## src/tw_pkg.sv

```systemverilog
// Package for the two-wire bus interface: register map, field layout, timing table
// Notes on behaviour
// - Rates up to clock/20; 100 kbps fully loaded.
// - Pin select bit picks pin pair, default zero.
// - Keeps running in wait mode; event output wakes.
// - Shallow stop freezes; deep stop resets all registers.
// - Own address occupies address register bits 7..1.
// - Bits 7..6 pick multiplier 1, 2 or 4.
// - Bits 5..0 index 64 divider/hold combinations.
// - Bit rate is clock over multiplier times divider.
// - Data changes hold time after clock falls.
// - Start: clock falls start-hold after data falls.
// - Stop: data rises stop-hold after clock rises.
// - Arbitration loss flags event, drops to slave.
// - Own address match flags an event.
// - Generates and detects start, stop, repeated start.
// - Generates and detects acknowledge; software selects ack.
// - Byte-wise transfer, event after every byte.
// - Recognises general call and 10-bit addressing.
// - Both lines open-drain, only ever pulled low.
// - Index maps through fixed divider and hold table.
package tw_pkg;

  // Register word indices
  localparam logic [2:0] TW_REG_ADDR = 3'h0;
  localparam logic [2:0] TW_REG_RATE = 3'h1;
  localparam logic [2:0] TW_REG_CTRL = 3'h2;
  localparam logic [2:0] TW_REG_STAT = 3'h3;
  localparam logic [2:0] TW_REG_DATA = 3'h4;
  localparam logic [2:0] TW_REG_OPT = 3'h5;

  // Control bits
  localparam int TW_CTRL_EN = 7;
  localparam int TW_CTRL_IE = 6;
  localparam int TW_CTRL_MST = 5;
  localparam int TW_CTRL_TX = 4;
  localparam int TW_CTRL_TXAK = 3;
  localparam int TW_CTRL_RSTA = 2;

  // Status bits
  localparam int TW_STAT_TCF = 7;
  localparam int TW_STAT_AAS = 6;
  localparam int TW_STAT_BUSY = 5;
  localparam int TW_STAT_ARBL = 4;
  localparam int TW_STAT_SRW = 2;
  localparam int TW_STAT_IF = 1;
  localparam int TW_STAT_RXAK = 0;

  // Option bits
  localparam int TW_OPT_PSEL = 7;
  localparam int TW_OPT_GCAEN = 6;
  localparam int TW_OPT_ADEXT = 5;

  localparam logic [7:0] TW_RESET_BYTE = 8'h00;
  localparam logic [4:0] TW_TEN_BIT_PREFIX = 5'h1e;
  // Cycles between a clock fall on the line and the data change decision reaching the pad
  localparam logic [15:0] TW_HOLD_LAG = 16'h0005;

  // Divider and hold values for index groups 0..3; higher groups scale from group 3
  localparam logic [7:0] TW_DIV_BASE [32] = '{
    8'd20, 8'd22, 8'd24, 8'd26, 8'd28, 8'd30, 8'd34, 8'd40,
    8'd28, 8'd32, 8'd36, 8'd40, 8'd44, 8'd48, 8'd56, 8'd68,
    8'd48, 8'd56, 8'd64, 8'd72, 8'd80, 8'd88, 8'd104, 8'd128,
    8'd80, 8'd96, 8'd112, 8'd128, 8'd144, 8'd160, 8'd192, 8'd240};
  localparam logic [7:0] TW_SDA_BASE [32] = '{
    8'd7, 8'd7, 8'd8, 8'd8, 8'd9, 8'd9, 8'd10, 8'd10,
    8'd7, 8'd7, 8'd9, 8'd9, 8'd11, 8'd11, 8'd13, 8'd13,
    8'd9, 8'd9, 8'd13, 8'd13, 8'd17, 8'd17, 8'd21, 8'd21,
    8'd9, 8'd9, 8'd17, 8'd17, 8'd25, 8'd25, 8'd33, 8'd33};
  localparam logic [7:0] TW_STA_BASE [32] = '{
    8'd6, 8'd7, 8'd8, 8'd9, 8'd10, 8'd11, 8'd13, 8'd16,
    8'd10, 8'd12, 8'd14, 8'd16, 8'd18, 8'd20, 8'd24, 8'd30,
    8'd18, 8'd22, 8'd26, 8'd30, 8'd34, 8'd38, 8'd46, 8'd58,
    8'd38, 8'd46, 8'd54, 8'd62, 8'd70, 8'd78, 8'd94, 8'd118};
  localparam logic [7:0] TW_STO_BASE [32] = '{
    8'd11, 8'd12, 8'd13, 8'd14, 8'd15, 8'd16, 8'd18, 8'd21,
    8'd15, 8'd17, 8'd19, 8'd21, 8'd23, 8'd25, 8'd29, 8'd35,
    8'd25, 8'd29, 8'd33, 8'd37, 8'd41, 8'd45, 8'd53, 8'd65,
    8'd41, 8'd49, 8'd57, 8'd65, 8'd73, 8'd81, 8'd97, 8'd121};

  typedef struct packed {
    logic [11:0] div;
    logic [11:0] sda;
    logic [11:0] sta;
    logic [11:0] sto;
  } tw_timing_type;

  typedef struct packed {
    logic scl_o;
    logic scl_oe_n;
    logic sda_o;
    logic sda_oe_n;
  } tw_pad_type;

  typedef enum logic [2:0] {
    TW_M_IDLE = 3'b000,
    TW_M_START = 3'b001,
    TW_M_LOW = 3'b010,
    TW_M_HIGH = 3'b011,
    TW_M_STOP_L = 3'b100,
    TW_M_STOP_H = 3'b101,
    TW_M_RSTA_L = 3'b110,
    TW_M_RSTA_H = 3'b111
  } tw_mstate_type;

  function automatic tw_timing_type tw_timing(input logic [5:0] idx);
    tw_timing_type t;
    logic [4:0] row;
    logic [2:0] k;
    row = (idx[5:3] < 3'h4) ? idx[4:0] : {2'b11, idx[2:0]};
    k = (idx[5:3] < 3'h4) ? 3'h0 : 3'(idx[5:3] - 3'h3);
    if (k == 3'h0) begin
      t.div = {4'h0, TW_DIV_BASE[row]};
      t.sda = {4'h0, TW_SDA_BASE[row]};
      t.sta = {4'h0, TW_STA_BASE[row]};
      t.sto = {4'h0, TW_STO_BASE[row]};
    end else begin
      t.div = 12'({4'h0, TW_DIV_BASE[row]} << k);
      t.sda = 12'(({4'h0, TW_SDA_BASE[row]} - 12'h001) << k) + 12'h001;
      t.sta = 12'(({4'h0, TW_STA_BASE[row]} + 12'h002) << k) - 12'h002;
      t.sto = 12'(({4'h0, TW_STO_BASE[row]} - 12'h001) << k) + 12'h001;
    end
    return t;
  endfunction

endpackage

```

## src/tw_bus_ctrl.sv

```systemverilog
// Two-wire bus controller with Avalon-MM register slave
//
// Design decisions made here: the address map and the Avalon-MM interface to the registers.
`timescale 1ns/1ps
`default_nettype none
module tw_bus_ctrl (
  // Clock and reset
  input wire logic core_clk,
  input wire logic sys_rst,
  // Power modes
  input wire logic wait_mode,
  input wire logic stop_shallow,
  input wire logic stop_deep,
  // Avalon-MM slave
  input wire logic [2:0] avs_address,
  input wire logic avs_read,
  input wire logic avs_write,
  input wire logic [31:0] avs_writedata,
  input wire logic [3:0] avs_byteenable,
  output logic [31:0] avs_readdata,
  output logic avs_waitrequest,
  // Event request
  output logic bus_event_irq,
  // Pin pair A
  input wire logic scl_a_i,
  input wire logic sda_a_i,
  output tw_pkg::tw_pad_type pads_a,
  // Pin pair B
  input wire logic scl_b_i,
  input wire logic sda_b_i,
  output tw_pkg::tw_pad_type pads_b
);
  import tw_pkg::*;

  logic rst;
  logic ack_q, acc, wr_en;
  logic [7:0] wdata;
  logic [7:0] ad_q, rate_q, opt_q;
  logic en_q, ie_q, mst_q, tx_q, txak_q;
  logic tcf_q, aas_q, busy_q, arbl_q, srw_q, if_q, rxak_q;
  logic [3:0] sync1_q, sync2_q;
  logic scl_s, sda_s, scl_p_q, sda_p_q;
  logic scl_rise, scl_fall, start_det, stop_det;
  logic [3:0] cnt_q;
  logic [7:0] sh_q, next_bit_sh;
  logic addr_phase_q, ten_pend_q, ten_seen_q, hold_q, sda_data_q;
  logic dly_pend_q, next_q, skip_q;
  logic [15:0] dly_q, m_cnt_q;
  tw_mstate_type m_state_q;
  logic stop_pend_q, rsta_pend_q;
  tw_timing_type tim;
  logic [1:0] msh;
  logic [15:0] div_cyc, half_cyc, sda_cyc, sta_cyc, sto_cyc;
  logic wr_ctrl, wr_stat, wr_data, rd_data;
  logic start_req, start_busy, stop_req, rsta_req;
  logic involved, arb_loss, byte_done, gc_hit, own_hit, ten_first, ten_low, hit, hit_rd;
  logic pull_scl, pull_sda, psel;
  logic unused_wait;

  // Deep stop wipes every register just like a reset
  assign rst = sys_rst | stop_deep;
  // Wait mode needs nothing: the engine keeps its clock and the event output wakes the core
  assign unused_wait = wait_mode;

  // Avalon: one wait cycle, effect and data at the edge where waitrequest is low
  assign avs_waitrequest = (avs_read | avs_write) & ~ack_q;
  assign acc = (avs_read | avs_write) & ack_q;
  assign wr_en = acc & avs_write & avs_byteenable[0];
  assign wdata = avs_writedata[7:0];
  assign wr_ctrl = wr_en & (avs_address == TW_REG_CTRL);
  assign wr_stat = wr_en & (avs_address == TW_REG_STAT);
  assign wr_data = wr_en & (avs_address == TW_REG_DATA);
  assign rd_data = acc & avs_read & (avs_address == TW_REG_DATA);

  always_ff @(posedge core_clk) begin
    if (rst) begin
      ack_q <= 1'b0;
    end else begin
      ack_q <= (avs_read | avs_write) & ~ack_q;
    end
  end

  always_ff @(posedge core_clk) begin
    if (rst) begin
      avs_readdata <= 32'h0000_0000;
    end else if (avs_read & ~ack_q) begin
      unique case (avs_address)
        TW_REG_ADDR: avs_readdata <= {24'h00_0000, ad_q[7:1], 1'b0};
        TW_REG_RATE: avs_readdata <= {24'h00_0000,
          (rate_q[7:6] == 2'b11) ? 2'b00 : rate_q[7:6], rate_q[5:0]};
        TW_REG_CTRL: avs_readdata <= {24'h00_0000, en_q, ie_q, mst_q, tx_q, txak_q, 3'h0};
        TW_REG_STAT: avs_readdata <= {24'h00_0000, tcf_q, aas_q, busy_q, arbl_q, 1'b0,
          srw_q, if_q, rxak_q};
        TW_REG_DATA: avs_readdata <= {24'h00_0000, sh_q};
        TW_REG_OPT: avs_readdata <= {24'h00_0000, opt_q};
        default: avs_readdata <= 32'h0000_0000;
      endcase
    end
  end

  // Address, rate and option registers
  always_ff @(posedge core_clk) begin
    if (rst) begin
      ad_q <= TW_RESET_BYTE;
      rate_q <= TW_RESET_BYTE;
      opt_q <= TW_RESET_BYTE;
    end else begin
      if (wr_en & (avs_address == TW_REG_ADDR)) begin
        ad_q <= {wdata[7:1], 1'b0};
      end
      if (wr_en & (avs_address == TW_REG_RATE)) begin
        rate_q <= wdata;
      end
      if (wr_en & (avs_address == TW_REG_OPT)) begin
        opt_q <= {wdata[7:5], 2'b00, wdata[2:0]};
      end
    end
  end

  // Timing from the index table, scaled by the multiplier (code 3 acts as 4)
  always_comb begin
    tim = tw_timing(rate_q[5:0]);
    msh = (rate_q[7:6] == 2'b11) ? 2'b10 : rate_q[7:6];
    div_cyc = {4'h0, tim.div} << msh;
    half_cyc = div_cyc >> 1;
    sda_cyc = {4'h0, tim.sda} << msh;
    sta_cyc = {4'h0, tim.sta} << msh;
    sto_cyc = {4'h0, tim.sto} << msh;
  end

  // Pin inputs pass two flops, then the selected pair is used
  always_ff @(posedge core_clk) begin
    if (rst) begin
      sync1_q <= 4'hf;
      sync2_q <= 4'hf;
      scl_p_q <= 1'b1;
      sda_p_q <= 1'b1;
    end else begin
      sync1_q <= {sda_b_i, scl_b_i, sda_a_i, scl_a_i};
      sync2_q <= sync1_q;
      scl_p_q <= scl_s;
      sda_p_q <= sda_s;
    end
  end

  assign psel = opt_q[TW_OPT_PSEL];
  assign scl_s = psel ? sync2_q[2] : sync2_q[0];
  assign sda_s = psel ? sync2_q[3] : sync2_q[1];
  assign scl_rise = scl_s & ~scl_p_q;
  assign scl_fall = ~scl_s & scl_p_q;
  assign start_det = scl_s & scl_p_q & sda_p_q & ~sda_s;
  assign stop_det = scl_s & scl_p_q & ~sda_p_q & sda_s;

  // Bus events seen by the byte engine
  always_comb begin
    involved = en_q & (mst_q | aas_q | ten_pend_q);
    start_req = wr_ctrl & wdata[TW_CTRL_MST] & ~mst_q & ~busy_q;
    start_busy = wr_ctrl & wdata[TW_CTRL_MST] & ~mst_q & busy_q;
    stop_req = wr_ctrl & ~wdata[TW_CTRL_MST] & mst_q;
    rsta_req = wr_ctrl & wdata[TW_CTRL_RSTA] & mst_q;
    arb_loss = start_busy | (en_q & mst_q & tx_q & scl_rise & (cnt_q < 4'h8) & sda_data_q &
      ~sda_s & ((m_state_q == TW_M_LOW) | (m_state_q == TW_M_HIGH)));
    byte_done = en_q & scl_fall & (cnt_q == 4'h8) & (mst_q | aas_q);
    gc_hit = opt_q[TW_OPT_GCAEN] & (sh_q == 8'h00);
    own_hit = ~opt_q[TW_OPT_ADEXT] & (sh_q[7:1] == ad_q[7:1]);
    ten_first = opt_q[TW_OPT_ADEXT] & (sh_q[7:1] == {TW_TEN_BIT_PREFIX, opt_q[2:1]});
    ten_low = opt_q[TW_OPT_ADEXT] & ten_pend_q & (sh_q == {opt_q[0], ad_q[7:1]});
    hit = en_q & ~mst_q & addr_phase_q & scl_fall & (cnt_q == 4'h7) &
      (gc_hit | own_hit | ten_low | (ten_first & sh_q[0] & ten_seen_q));
    hit_rd = ~gc_hit & sh_q[0] & (own_hit | ten_first);
    next_bit_sh = sh_q;
  end

  // Control register; arbitration loss drops master mode, a read address sets transmit
  always_ff @(posedge core_clk) begin
    if (rst) begin
      en_q <= 1'b0;
      ie_q <= 1'b0;
      mst_q <= 1'b0;
      tx_q <= 1'b0;
      txak_q <= 1'b0;
    end else begin
      if (wr_ctrl) begin
        en_q <= wdata[TW_CTRL_EN];
        ie_q <= wdata[TW_CTRL_IE];
        mst_q <= wdata[TW_CTRL_MST] & ~busy_q;
        tx_q <= wdata[TW_CTRL_TX];
        txak_q <= wdata[TW_CTRL_TXAK];
      end
      if (hit) begin
        tx_q <= hit_rd;
      end
      if (arb_loss) begin
        mst_q <= 1'b0;
      end
    end
  end

  // Sticky flags, write one to clear; a set in the same cycle wins
  always_ff @(posedge core_clk) begin
    if (rst) begin
      if_q <= 1'b0;
      arbl_q <= 1'b0;
    end else if (~stop_shallow) begin
      if (wr_stat & wdata[TW_STAT_IF]) begin
        if_q <= 1'b0;
      end
      if (wr_stat & wdata[TW_STAT_ARBL]) begin
        arbl_q <= 1'b0;
      end
      if (byte_done | hit | arb_loss) begin
        if_q <= 1'b1;
      end
      if (arb_loss) begin
        arbl_q <= 1'b1;
      end
    end
  end

  assign bus_event_irq = if_q & ie_q;

  // Byte engine: shifts on clock rise, drives data a hold time after clock fall
  always_ff @(posedge core_clk) begin
    if (rst) begin
      cnt_q <= 4'h0;
      sh_q <= TW_RESET_BYTE;
      addr_phase_q <= 1'b0;
      ten_pend_q <= 1'b0;
      ten_seen_q <= 1'b0;
      aas_q <= 1'b0;
      srw_q <= 1'b0;
      tcf_q <= 1'b0;
      rxak_q <= 1'b0;
      busy_q <= 1'b0;
      hold_q <= 1'b0;
      sda_data_q <= 1'b1;
      dly_pend_q <= 1'b0;
      dly_q <= 16'h0000;
      next_q <= 1'b1;
      skip_q <= 1'b0;
    end else if (~stop_shallow) begin
      if (dly_pend_q) begin
        if (dly_q == 16'h0000) begin
          sda_data_q <= next_q;
          dly_pend_q <= 1'b0;
        end else begin
          dly_q <= dly_q - 16'h0001;
        end
      end
      if (wr_data) begin
        sh_q <= wdata;
        hold_q <= 1'b0;
        tcf_q <= 1'b0;
        if (tx_q & (cnt_q == 4'h0)) begin
          sda_data_q <= wdata[7];
        end
      end
      if (rd_data & ~tx_q) begin
        hold_q <= 1'b0;
        tcf_q <= 1'b0;
      end
      if (scl_rise & en_q) begin
        if (cnt_q < 4'h8) begin
          sh_q <= {sh_q[6:0], sda_s};
        end else begin
          rxak_q <= sda_s;
        end
      end
      // The first clock fall after a start opens no bit
      if (scl_fall) begin
        skip_q <= 1'b0;
      end
      if (scl_fall & en_q & ~skip_q) begin
        // Hold runs from the line fall; sync, edge detect and pad flops take their share
        dly_q <= (sda_cyc > TW_HOLD_LAG) ? sda_cyc - TW_HOLD_LAG : 16'h0000;
        dly_pend_q <= 1'b1;
        if (cnt_q == 4'h8) begin
          cnt_q <= 4'h0;
          next_q <= 1'b1;
          addr_phase_q <= addr_phase_q & ten_pend_q;
          if (mst_q | aas_q) begin
            tcf_q <= 1'b1;
            hold_q <= 1'b1;
          end
        end else if (cnt_q == 4'h7) begin
          cnt_q <= 4'h8;
          if (addr_phase_q & ~mst_q) begin
            next_q <= ~(hit | (ten_first & ~sh_q[0] & en_q));
          end else if (involved) begin
            next_q <= tx_q | txak_q;
          end else begin
            next_q <= 1'b1;
          end
          if (hit) begin
            aas_q <= 1'b1;
            srw_q <= hit_rd;
            ten_pend_q <= 1'b0;
          end else if (addr_phase_q & ~mst_q & ten_first & ~sh_q[0]) begin
            ten_pend_q <= 1'b1;
            ten_seen_q <= 1'b1;
          end
        end else begin
          cnt_q <= cnt_q + 4'h1;
          next_q <= (involved & tx_q) ? next_bit_sh[7] : 1'b1;
        end
      end
      if (arb_loss) begin
        sda_data_q <= 1'b1;
        dly_pend_q <= 1'b0;
        hold_q <= 1'b0;
      end
      if (start_det) begin
        busy_q <= 1'b1;
        cnt_q <= 4'h0;
        addr_phase_q <= 1'b1;
        aas_q <= 1'b0;
        ten_pend_q <= 1'b0;
        hold_q <= mst_q;
        skip_q <= 1'b1;
        // Own master keeps data low so it never rises under a falling clock
        sda_data_q <= ~mst_q;
        dly_pend_q <= 1'b0;
      end
      if (stop_det) begin
        busy_q <= 1'b0;
        cnt_q <= 4'h0;
        addr_phase_q <= 1'b0;
        aas_q <= 1'b0;
        ten_pend_q <= 1'b0;
        ten_seen_q <= 1'b0;
        hold_q <= 1'b0;
        sda_data_q <= 1'b1;
        dly_pend_q <= 1'b0;
      end
    end
  end

  // Master clock generator; the high phase waits for a stretching slave
  always_ff @(posedge core_clk) begin
    if (rst) begin
      m_state_q <= TW_M_IDLE;
      m_cnt_q <= 16'h0000;
      stop_pend_q <= 1'b0;
      rsta_pend_q <= 1'b0;
    end else if (~stop_shallow) begin
      if (stop_req) begin
        stop_pend_q <= 1'b1;
      end
      if (rsta_req) begin
        rsta_pend_q <= 1'b1;
      end
      if (m_cnt_q != 16'h0000) begin
        m_cnt_q <= m_cnt_q - 16'h0001;
      end
      // Enable may arrive in the same write as the start request
      if (arb_loss | (~en_q & ~start_req)) begin
        m_state_q <= TW_M_IDLE;
        stop_pend_q <= 1'b0;
        rsta_pend_q <= 1'b0;
      end else begin
        unique case (m_state_q)
          TW_M_IDLE: begin
            if (start_req & wdata[TW_CTRL_EN]) begin
              m_state_q <= TW_M_START;
              m_cnt_q <= sta_cyc - 16'h0001;
            end
          end
          TW_M_START: begin
            if (m_cnt_q == 16'h0000) begin
              m_state_q <= TW_M_LOW;
              m_cnt_q <= half_cyc - 16'h0001;
            end
          end
          TW_M_LOW: begin
            if (m_cnt_q == 16'h0000) begin
              if (hold_q & stop_pend_q) begin
                m_state_q <= TW_M_STOP_L;
                m_cnt_q <= half_cyc - 16'h0001;
              end else if (hold_q & rsta_pend_q) begin
                m_state_q <= TW_M_RSTA_L;
                m_cnt_q <= half_cyc - 16'h0001;
              end else if (~hold_q) begin
                m_state_q <= TW_M_HIGH;
                m_cnt_q <= half_cyc - 16'h0001;
              end
            end
          end
          TW_M_HIGH: begin
            if ((m_cnt_q == 16'h0000) & scl_s) begin
              m_state_q <= TW_M_LOW;
              m_cnt_q <= half_cyc - 16'h0001;
            end
          end
          TW_M_STOP_L: begin
            if (m_cnt_q == 16'h0000) begin
              m_state_q <= TW_M_STOP_H;
              m_cnt_q <= sto_cyc - 16'h0001;
            end
          end
          TW_M_STOP_H: begin
            if (m_cnt_q == 16'h0000) begin
              m_state_q <= TW_M_IDLE;
              stop_pend_q <= 1'b0;
            end
          end
          TW_M_RSTA_L: begin
            if (m_cnt_q == 16'h0000) begin
              m_state_q <= TW_M_RSTA_H;
              m_cnt_q <= half_cyc - 16'h0001;
            end
          end
          TW_M_RSTA_H: begin
            if ((m_cnt_q == 16'h0000) & scl_s) begin
              m_state_q <= TW_M_START;
              m_cnt_q <= sta_cyc - 16'h0001;
              rsta_pend_q <= 1'b0;
            end
          end
        endcase
      end
    end
  end

  // Line pull-downs; a slave holds the clock low until its byte is serviced
  always_comb begin
    pull_scl = (m_state_q == TW_M_LOW) | (m_state_q == TW_M_STOP_L) |
      (m_state_q == TW_M_RSTA_L) | (en_q & aas_q & ~mst_q & hold_q);
    pull_sda = (m_state_q == TW_M_START) | (m_state_q == TW_M_STOP_L) |
      (m_state_q == TW_M_STOP_H) | (en_q & ~sda_data_q & (m_state_q != TW_M_RSTA_L) &
      (m_state_q != TW_M_RSTA_H));
  end

  // Open drain: output level fixed low, enable active low only while pulling
  always_ff @(posedge core_clk) begin
    if (rst) begin
      pads_a <= '{scl_o: 1'b0, scl_oe_n: 1'b1, sda_o: 1'b0, sda_oe_n: 1'b1};
      pads_b <= '{scl_o: 1'b0, scl_oe_n: 1'b1, sda_o: 1'b0, sda_oe_n: 1'b1};
    end else begin
      pads_a.scl_oe_n <= ~(pull_scl & ~psel);
      pads_a.sda_oe_n <= ~(pull_sda & ~psel);
      pads_b.scl_oe_n <= ~(pull_scl & psel);
      pads_b.sda_oe_n <= ~(pull_sda & psel);
      pads_a.scl_o <= 1'b0;
      pads_a.sda_o <= 1'b0;
      pads_b.scl_o <= 1'b0;
      pads_b.sda_o <= 1'b0;
    end
  end

endmodule
`default_nettype wire

```

## config.mk

```make
export PLATFORM = sky130hd
export DESIGN_NAME = tw_bus_ctrl
export DESIGN_NICKNAME = d
export VERILOG_FILES = /design/src/tw_pkg.sv /design/src/tw_bus_ctrl.sv
export SDC_FILE = /design/constraint.sdc
export NUM_CORES = 1
export LEC_CHECK = 0
export CORE_MARGIN = 2
export CORE_UTILIZATION = 25
export DETAILED_ROUTE_END_ITERATION = 7
export DONT_BUFFER_PORTS = 1
export HOLD_SLACK_MARGIN = 0.15
export PLACE_DENSITY = 0.5
export SLEW_MARGIN = 5
export SYNTH_ARGS = -nofsm -noshare
export SYNTH_HDL_FRONTEND = slang
export SYNTH_SLANG_ARGS = --single-unit
```

## constraint.sdc

```tcl
create_clock -name core_clk -period 5.9 [get_ports core_clk]
set_input_delay 0.59 -clock core_clk [delete_from_list [all_inputs] [get_ports core_clk]]
set_output_delay 0.59 -clock core_clk [all_outputs]
set_load 0.02 [all_outputs]
```

# --- After elaboration in Yosys (flattened, before gate mapping) ---
# Memory sizes are Yosys's and may differ from the RTL's.
# Index checks and enable logic that the tools add are counted.
classes:
  n_addsub: 14
  mul: 0
  div: 0
  magnitude_cmp: 4
  eq_ne: 33
  shift: 8
  mux: 124
  bitwise_logic: 130
  n_reduce_logical: 38
op_table:
  columns: ["op", "count"]
  rows:
  - ["$mux 16", 15]
  - ["$pmux 16 s6", 1]
  - ["$mux 8", 11]
  - ["$and 1x1->1", 83]
  - ["$mux 1", 73]
  - ["$shl 12x2->16", 4]
  - ["$sub 16x1->16 const B", 4]
  - ["$mux 48", 1]
  - ["$pmux 8 s6", 1]
  - ["$mux 3", 13]
  - ["$logic_not 16->1", 2]
  - ["$ne 3x3->1 const B", 9]
  - ["$not 1->1", 25]
  - ["$add 12x1->12 const B", 2]
  - ["$pmux 3 s8", 1]
  - ["$shl 12x3->12", 2]
  - ["$or 1x1->1", 21]
  - ["$mux 4", 5]
  - ["$eq 3x3->1 const B", 6]
  - ["$reduce_bool 2->1", 9]
  - ["$sub 8x1->9 const B", 2]
  - ["$gt 16x3->1 const B", 1]
  - ["$reduce_bool 16->1", 1]
  - ["$sub 15x1->16 const B", 1]
  - ["35 further kinds", 58]
word_totals:
  register_bits: 141
  latchBits: 0
  ram_bits: 0
  romBits: 1024
  in_bits: 50
  output_inout_bits: 42
  word_cells: 399
  mem_count: 4
memory_table:
  columns: ["memory", "depth", "width", "read_ports", "rd_clocked_by_memory_dff", "wr", "line", "source"]
  rows:
  - ["(no name shown)", 32, 8, 1, 0, 0, "tw_pkg.sv:121", "t.sto = 12'(({4'h0, TW_STO_BASE[row]} - 12'h001) << k) + 12'h001;"]
  - ["(no name shown)", 32, 8, 1, 0, 0, "tw_pkg.sv:120", "t.sta = 12'(({4'h0, TW_STA_BASE[row]} + 12'h002) << k) - 12'h002;"]
  - ["(no name shown)", 32, 8, 1, 0, 0, "tw_pkg.sv:119", "t.sda = 12'(({4'h0, TW_SDA_BASE[row]} - 12'h001) << k) + 12'h001;"]
  - ["(no name shown)", 32, 8, 1, 0, 0, "tw_pkg.sv:118", "t.div = 12'({4'h0, TW_DIV_BASE[row]} << k);"]

# --- Longest topological paths before layout ---
depth:
  word_depth: 18
  depth_mapped: 25
  ltp_nobuf: 21

# --- Worst setup path after synthesis ---
# No wires, ideal clock.
synth_path:
  kind: "reg2reg"
  start: "register rate_q[1]"
  end: "register m_cnt_q[14]"
  setup_ps: 74
  t_arrival_ps: 5292
  required_time_ps: 5826
  path_slack_ps: 534
  stages_incl_launch_ff: 21
  path_buffers: 2
  synth_period_minus_slack_ps: 5366
  path_cell_list: "dfxtp_1 -> clkbuf_1 -> inv_1 -> ha_1 -> clkbuf_1 -> nor2b_1 -> or3_1 -> o21ai_0 -> nand2_1 -> ha_1 -> nor3_1 -> ha_1 -> and2_1 -> a22oi_1 -> or4b_4 -> xor2_1 -> o221ai_2 -> o211ai_1 -> or4b_4 -> or4b_1 -> a31oi_1"
synth_between:
  elab_chain_cells: 15
  elab_cells_between_ends: 36
  cone_classes: "add/sub (7); shift (6); mux (19); bitwise (1); memory (3)"
synth_rtl:
  columns: ["item", "line", "source"]
  rows:
  - ["from (decl)", "tw_bus_ctrl.sv:38", "logic [7:0] ad_q, rate_q, opt_q;"]
  - ["from (signal assigned)", "tw_bus_ctrl.sv:112", "rate_q <= wdata;"]
  - ["$mux 5 *", "tw_pkg.sv:110", "row = (idx[5:3] < 3'h4) ? idx[4:0] : {2'b11, idx[2:0]};"]
  - ["$not 5->6 (not written as such) *", null, null]
  - ["parallel branches: the longest is 4 deep, another holds $sub 12x2->12", null, null]
  - ["$mux 48 *", "tw_pkg.sv:112", "if (k == 3'h0) begin"]
  - ["$shl 12x2->16", "tw_bus_ctrl.sv:124", "div_cyc = {4'h0, tim.div} << msh;"]
  - ["$sub 15x1->16", null, null]
  - ["$mux 16", "tw_bus_ctrl.sv:382", "end else if (~hold_q) begin"]
  - ["$mux 16", "tw_bus_ctrl.sv:379", "end else if (hold_q & rsta_pend_q) begin"]
  - ["$mux 16", "tw_bus_ctrl.sv:376", "if (hold_q & stop_pend_q) begin"]
  - ["$mux 16", "tw_bus_ctrl.sv:375", "if (m_cnt_q == 16'h0000) begin"]
  - ["$pmux 16 s6 *", "tw_bus_ctrl.sv:361", "unique case (m_state_q)"]
  - ["$mux 16 *", "tw_bus_ctrl.sv:356", "if (arb_loss | (~en_q & ~start_req)) begin"]
  - ["to (signal assigned)", "tw_bus_ctrl.sv:365", "m_cnt_q <= sta_cyc - 16'h0001;"]
  - ["to (signal assigned)", "tw_bus_ctrl.sv:378", "m_cnt_q <= half_cyc - 16'h0001;"]
  - ["to (signal assigned)", "tw_bus_ctrl.sv:381", "m_cnt_q <= half_cyc - 16'h0001;"]
  - ["to (decl)", "tw_bus_ctrl.sv:48", "logic [15:0] dly_q, m_cnt_q;"]
# Mark *: on every way between the ends. The select of a mux whose other input is x is not followed.
# A chain may end at the register's enable or synchronous reset.

# --- Worst setup path in the final report ---
layout_path:
  start: "register rate_q[2]"
  end: "register m_cnt_q[13]"
# The elaborated chain is that of the path after synthesis.

==> results.md <==
* Status: finished, final reports clean
* IO Pins at 92
* FMAX at 0.185 GHz
* # rows at 82
* MaxCap Viol Count at 0
* Clk sinks at roughly 110
* Slew Limit Fails at 0
* Post-Synthesis Cells at 1867
* Register-to-Register Path Depth at 17
* Seq/Total Area, Yosys at between 15 and 20%
* Final Hold Viols at 0
* Top_reg_cell synth: dfxtp_1
* DR pass1 iterations at 5
* Total Die Area at around 52000 sq um
* Placed Cells at 2461
* CP endpoint kind: flop
* Top-area cell type share of the netlist area at between 10% and 20%
* Power Density at 179 nW/um^2
* Synth cell types at 102
* Req. time, crit path at 6.23 ns
* Postcts setup bufs at 0
* Post-synth EDFFs at 0
* Worst Hold Path Cells at 1
* H-Tree Depth at 4
* Total core area at between 50000 and 60000 sq um
* Pre-CTS setup slack at 0.634 ns
* Post-route ant nets at 0
* Die height at 229 microns
* Layout area overhead at 9.52%
* Vias per inst at 5.69
* Area leader, netlist: dfxtp_1
* Post-cts sizing count at 0
* Netlist Area Pre-Place at 12700 sq um
* WL final at 49100 microns
* Crit Path Class: flop to flop
* Post-DR wirelength/cell at 19.7 microns
* Actual slew at the worst max-slew pin at 1.08 ns
* Layout cells sized above 1 at 8.35%
* Die X at 229 microns
* Fin nets at 1884
* Antenna fix cells at 0
* Initial drt markers at 1582
* Final Skew at around 0.021 ns
* Crit path largest cell delay at just under 0.7 ns
* Crit share post-route at 91.7%
* Tmin final at 5.41 ns
* Most frequent cell after synthesis: nor2_1
* Worst Path Arrival at 5.74 ns
* YS warnings at 0
* Clk_lat worst skew at 0.43 ns
* Peak supply drop at 0.172 mV
* Clock Tree Root: clkbuf_16
* Avg Inst Size Synth at 6.78 sq um
* Port buffer count at 0
* Cell chain of the critical path: buf_4 > or3b_2 > a211oi_1 > nor3_1 > ha_1 > inv_1 > a2111oi_0 > a211oi_1 > a22o_1 > a211oi_1 > o211ai_1 > nor4b_2 > mux2i_1 > nand2_1 > a21oi_1 > o21ai_0 > a221oi_1
* Remaining global-route overflow at 0
* Initial core utilization at 25.3%
* First-pass GRT wire length at 76700 microns
* Post-DP HPWL at 36700 microns
* Reg clk slew, reported paths at 0.06 ns
* Hold Path Class: primary input to flop
* Static leakage at 4.98 nW
* Total GRT Usage at 18.1%
* CTS tree: yes
* Rel. slew slack at 27.9%
* Cts hold-fix bufs at 0
* Top cells by area, synth: dfxtp_1, a21oi_1, nor2_1
* Clock buffer count from CTS at 17
* Top cell by count, worst path: a211oi_1
* CP max-delay cell: dfxtp_1
* Fillers at around 5.6k
* Max Buffers Root-to-Sink at 2
* Crit-path max FO at 18
* Ys async rst share at 0%
* Final worst slack at 0.488 ns
* Worst setup SP type: flop
* Non-filler instance count after layout at 2493
* RSZ-0062 raised after global routing: false
* Initial antenna violation count at 0
* Yosys reg bits at 113
* Top cells by count, synth: nor2_1, nand2_1, a21oi_1, o21ai_0, dfxtp_1
* Vias at 14.2k
* Largest net degree at the start of global routing at 73
* Vias in the first global route at 12.9k
* Setup TNS at 0 ns
* GP Congestion at 0.930
* Setup violators final at 0
* # DRC at 0
-- state kept, by name, summed over array words and instances, names as in the netlist, 2 cells and up --
signal	count
dly_q	16
sync1_q	4
rate_q	8
pads_b	2
m_state_q	3
next_bit_sh	8
sync2_q	4
opt_q	6
cnt_q	4
avs_readdata	8
pads_a	2
ad_q	7
m_cnt_q	16
-- per-stage QoR --
stage	hold WS (ns)	cell area (sq um)	utilization (%)	total power, W
floorplan	0.384	12800	-	0.00129
global placement	0.400	13300	26.5	0.00145
detailed placement	0.393	13300	26.5	0.00144
CTS	0.251	13900	27.7	0.00250
global route	0.267	13900	27.7	0.00260
finish	0.263	13900	27.7	0.00249
-- worst paths after layout --
path                   start           to  slack [ns]
setup / recovery   rate_q[2]  m_cnt_q[13]        0.49
hold / removal       sda_b_i   sync1_q[3]        0.26
setup reg to reg   rate_q[2]  m_cnt_q[13]        0.49
hold reg to reg   sync1_q[2]   sync2_q[2]        0.41
-- power breakdown --
part	internal (W)	leakage [nW]	switching, W
clock	0.000645	0.283	0.000403
combinational	0.000201	3.78	0.000436
sequential	0.000780	0.916	0.0000225
-- cells by family after synthesis --
| family | count (synthesis) | share of synthesized area [%] |
|---|---|---|
| and+or+nand+nor | 769 | 29.3 |
| buffers and inverters | 200 | 7.18 |
| adders and majority gates | 26 | 2.57 |
| AOI/OAI and AO/OA | 627 | 32.7 |
| DFF | 113 | 17.9 |
| muxes | 58 | 5.23 |
| xor gates and xnor gates | 73 | 5.11 |
| other | 1 | 0.0296 |
-- metal layers --
layer | routed length (microns) | vias up | track usage, %
met2 | 21500 | 539 | 27.8
met5 | 0 | - | 0
li1 | - | 6735 | -
met4 | 1240 | 0 | 5.76
met3 | 2860 | 78 | 2.17
met1 | 23500 | 6826 | 26.1
-- area by class of cell --
class	instances	area [sq um]	area share [%]
multi-input cells	1581	9590	69.2
flip-flops and latches	113	2270	16.4
well taps	672	841	6.07
clock buffers	20	457	3.29
repair buffers	58	435	3.14
inverters	37	139	1.00
clock inverters	12	133	0.957
-- cells in the final DEF (no fill, tap or decap), types with 18 or more instances in the layout --
| master | instances |
|---|---|
| a31oi_1 | 18 |
| nor3_1 | 65 |
| nor2b_1 | 20 |
| nor4_1 | 25 |
| and2_1 | 18 |
| ha_1 | 26 |
| nand2b_1 | 18 |
| conb_1 | 28 |
| or3_1 | 34 |
| mux2i_1 | 43 |
| xnor2_1 | 32 |
| buf_4 | 58 |
| xor2_1 | 40 |
| a21oi_1 | 175 |
| nand2_1 | 213 |
| a211oi_1 | 37 |
| o21ai_0 | 141 |
| inv_1 | 32 |
| dfxtp_1 | 109 |
| nor2_1 | 230 |
| o211ai_1 | 26 |
| nand3_1 | 48 |
-- worst max-delay path: cells and delay by family, from the launching register on --
kind	cells	cell delay (ns)
AOI/OAI and AO/OA	9	2.31
DFF	1	0.68
muxes	1	0.42
adders and majority gates	1	0.40
buffers and inverters	2	0.48
and+or+nand+nor	4	1.02
Note: power is estimated with default switching activity, not from simulation.
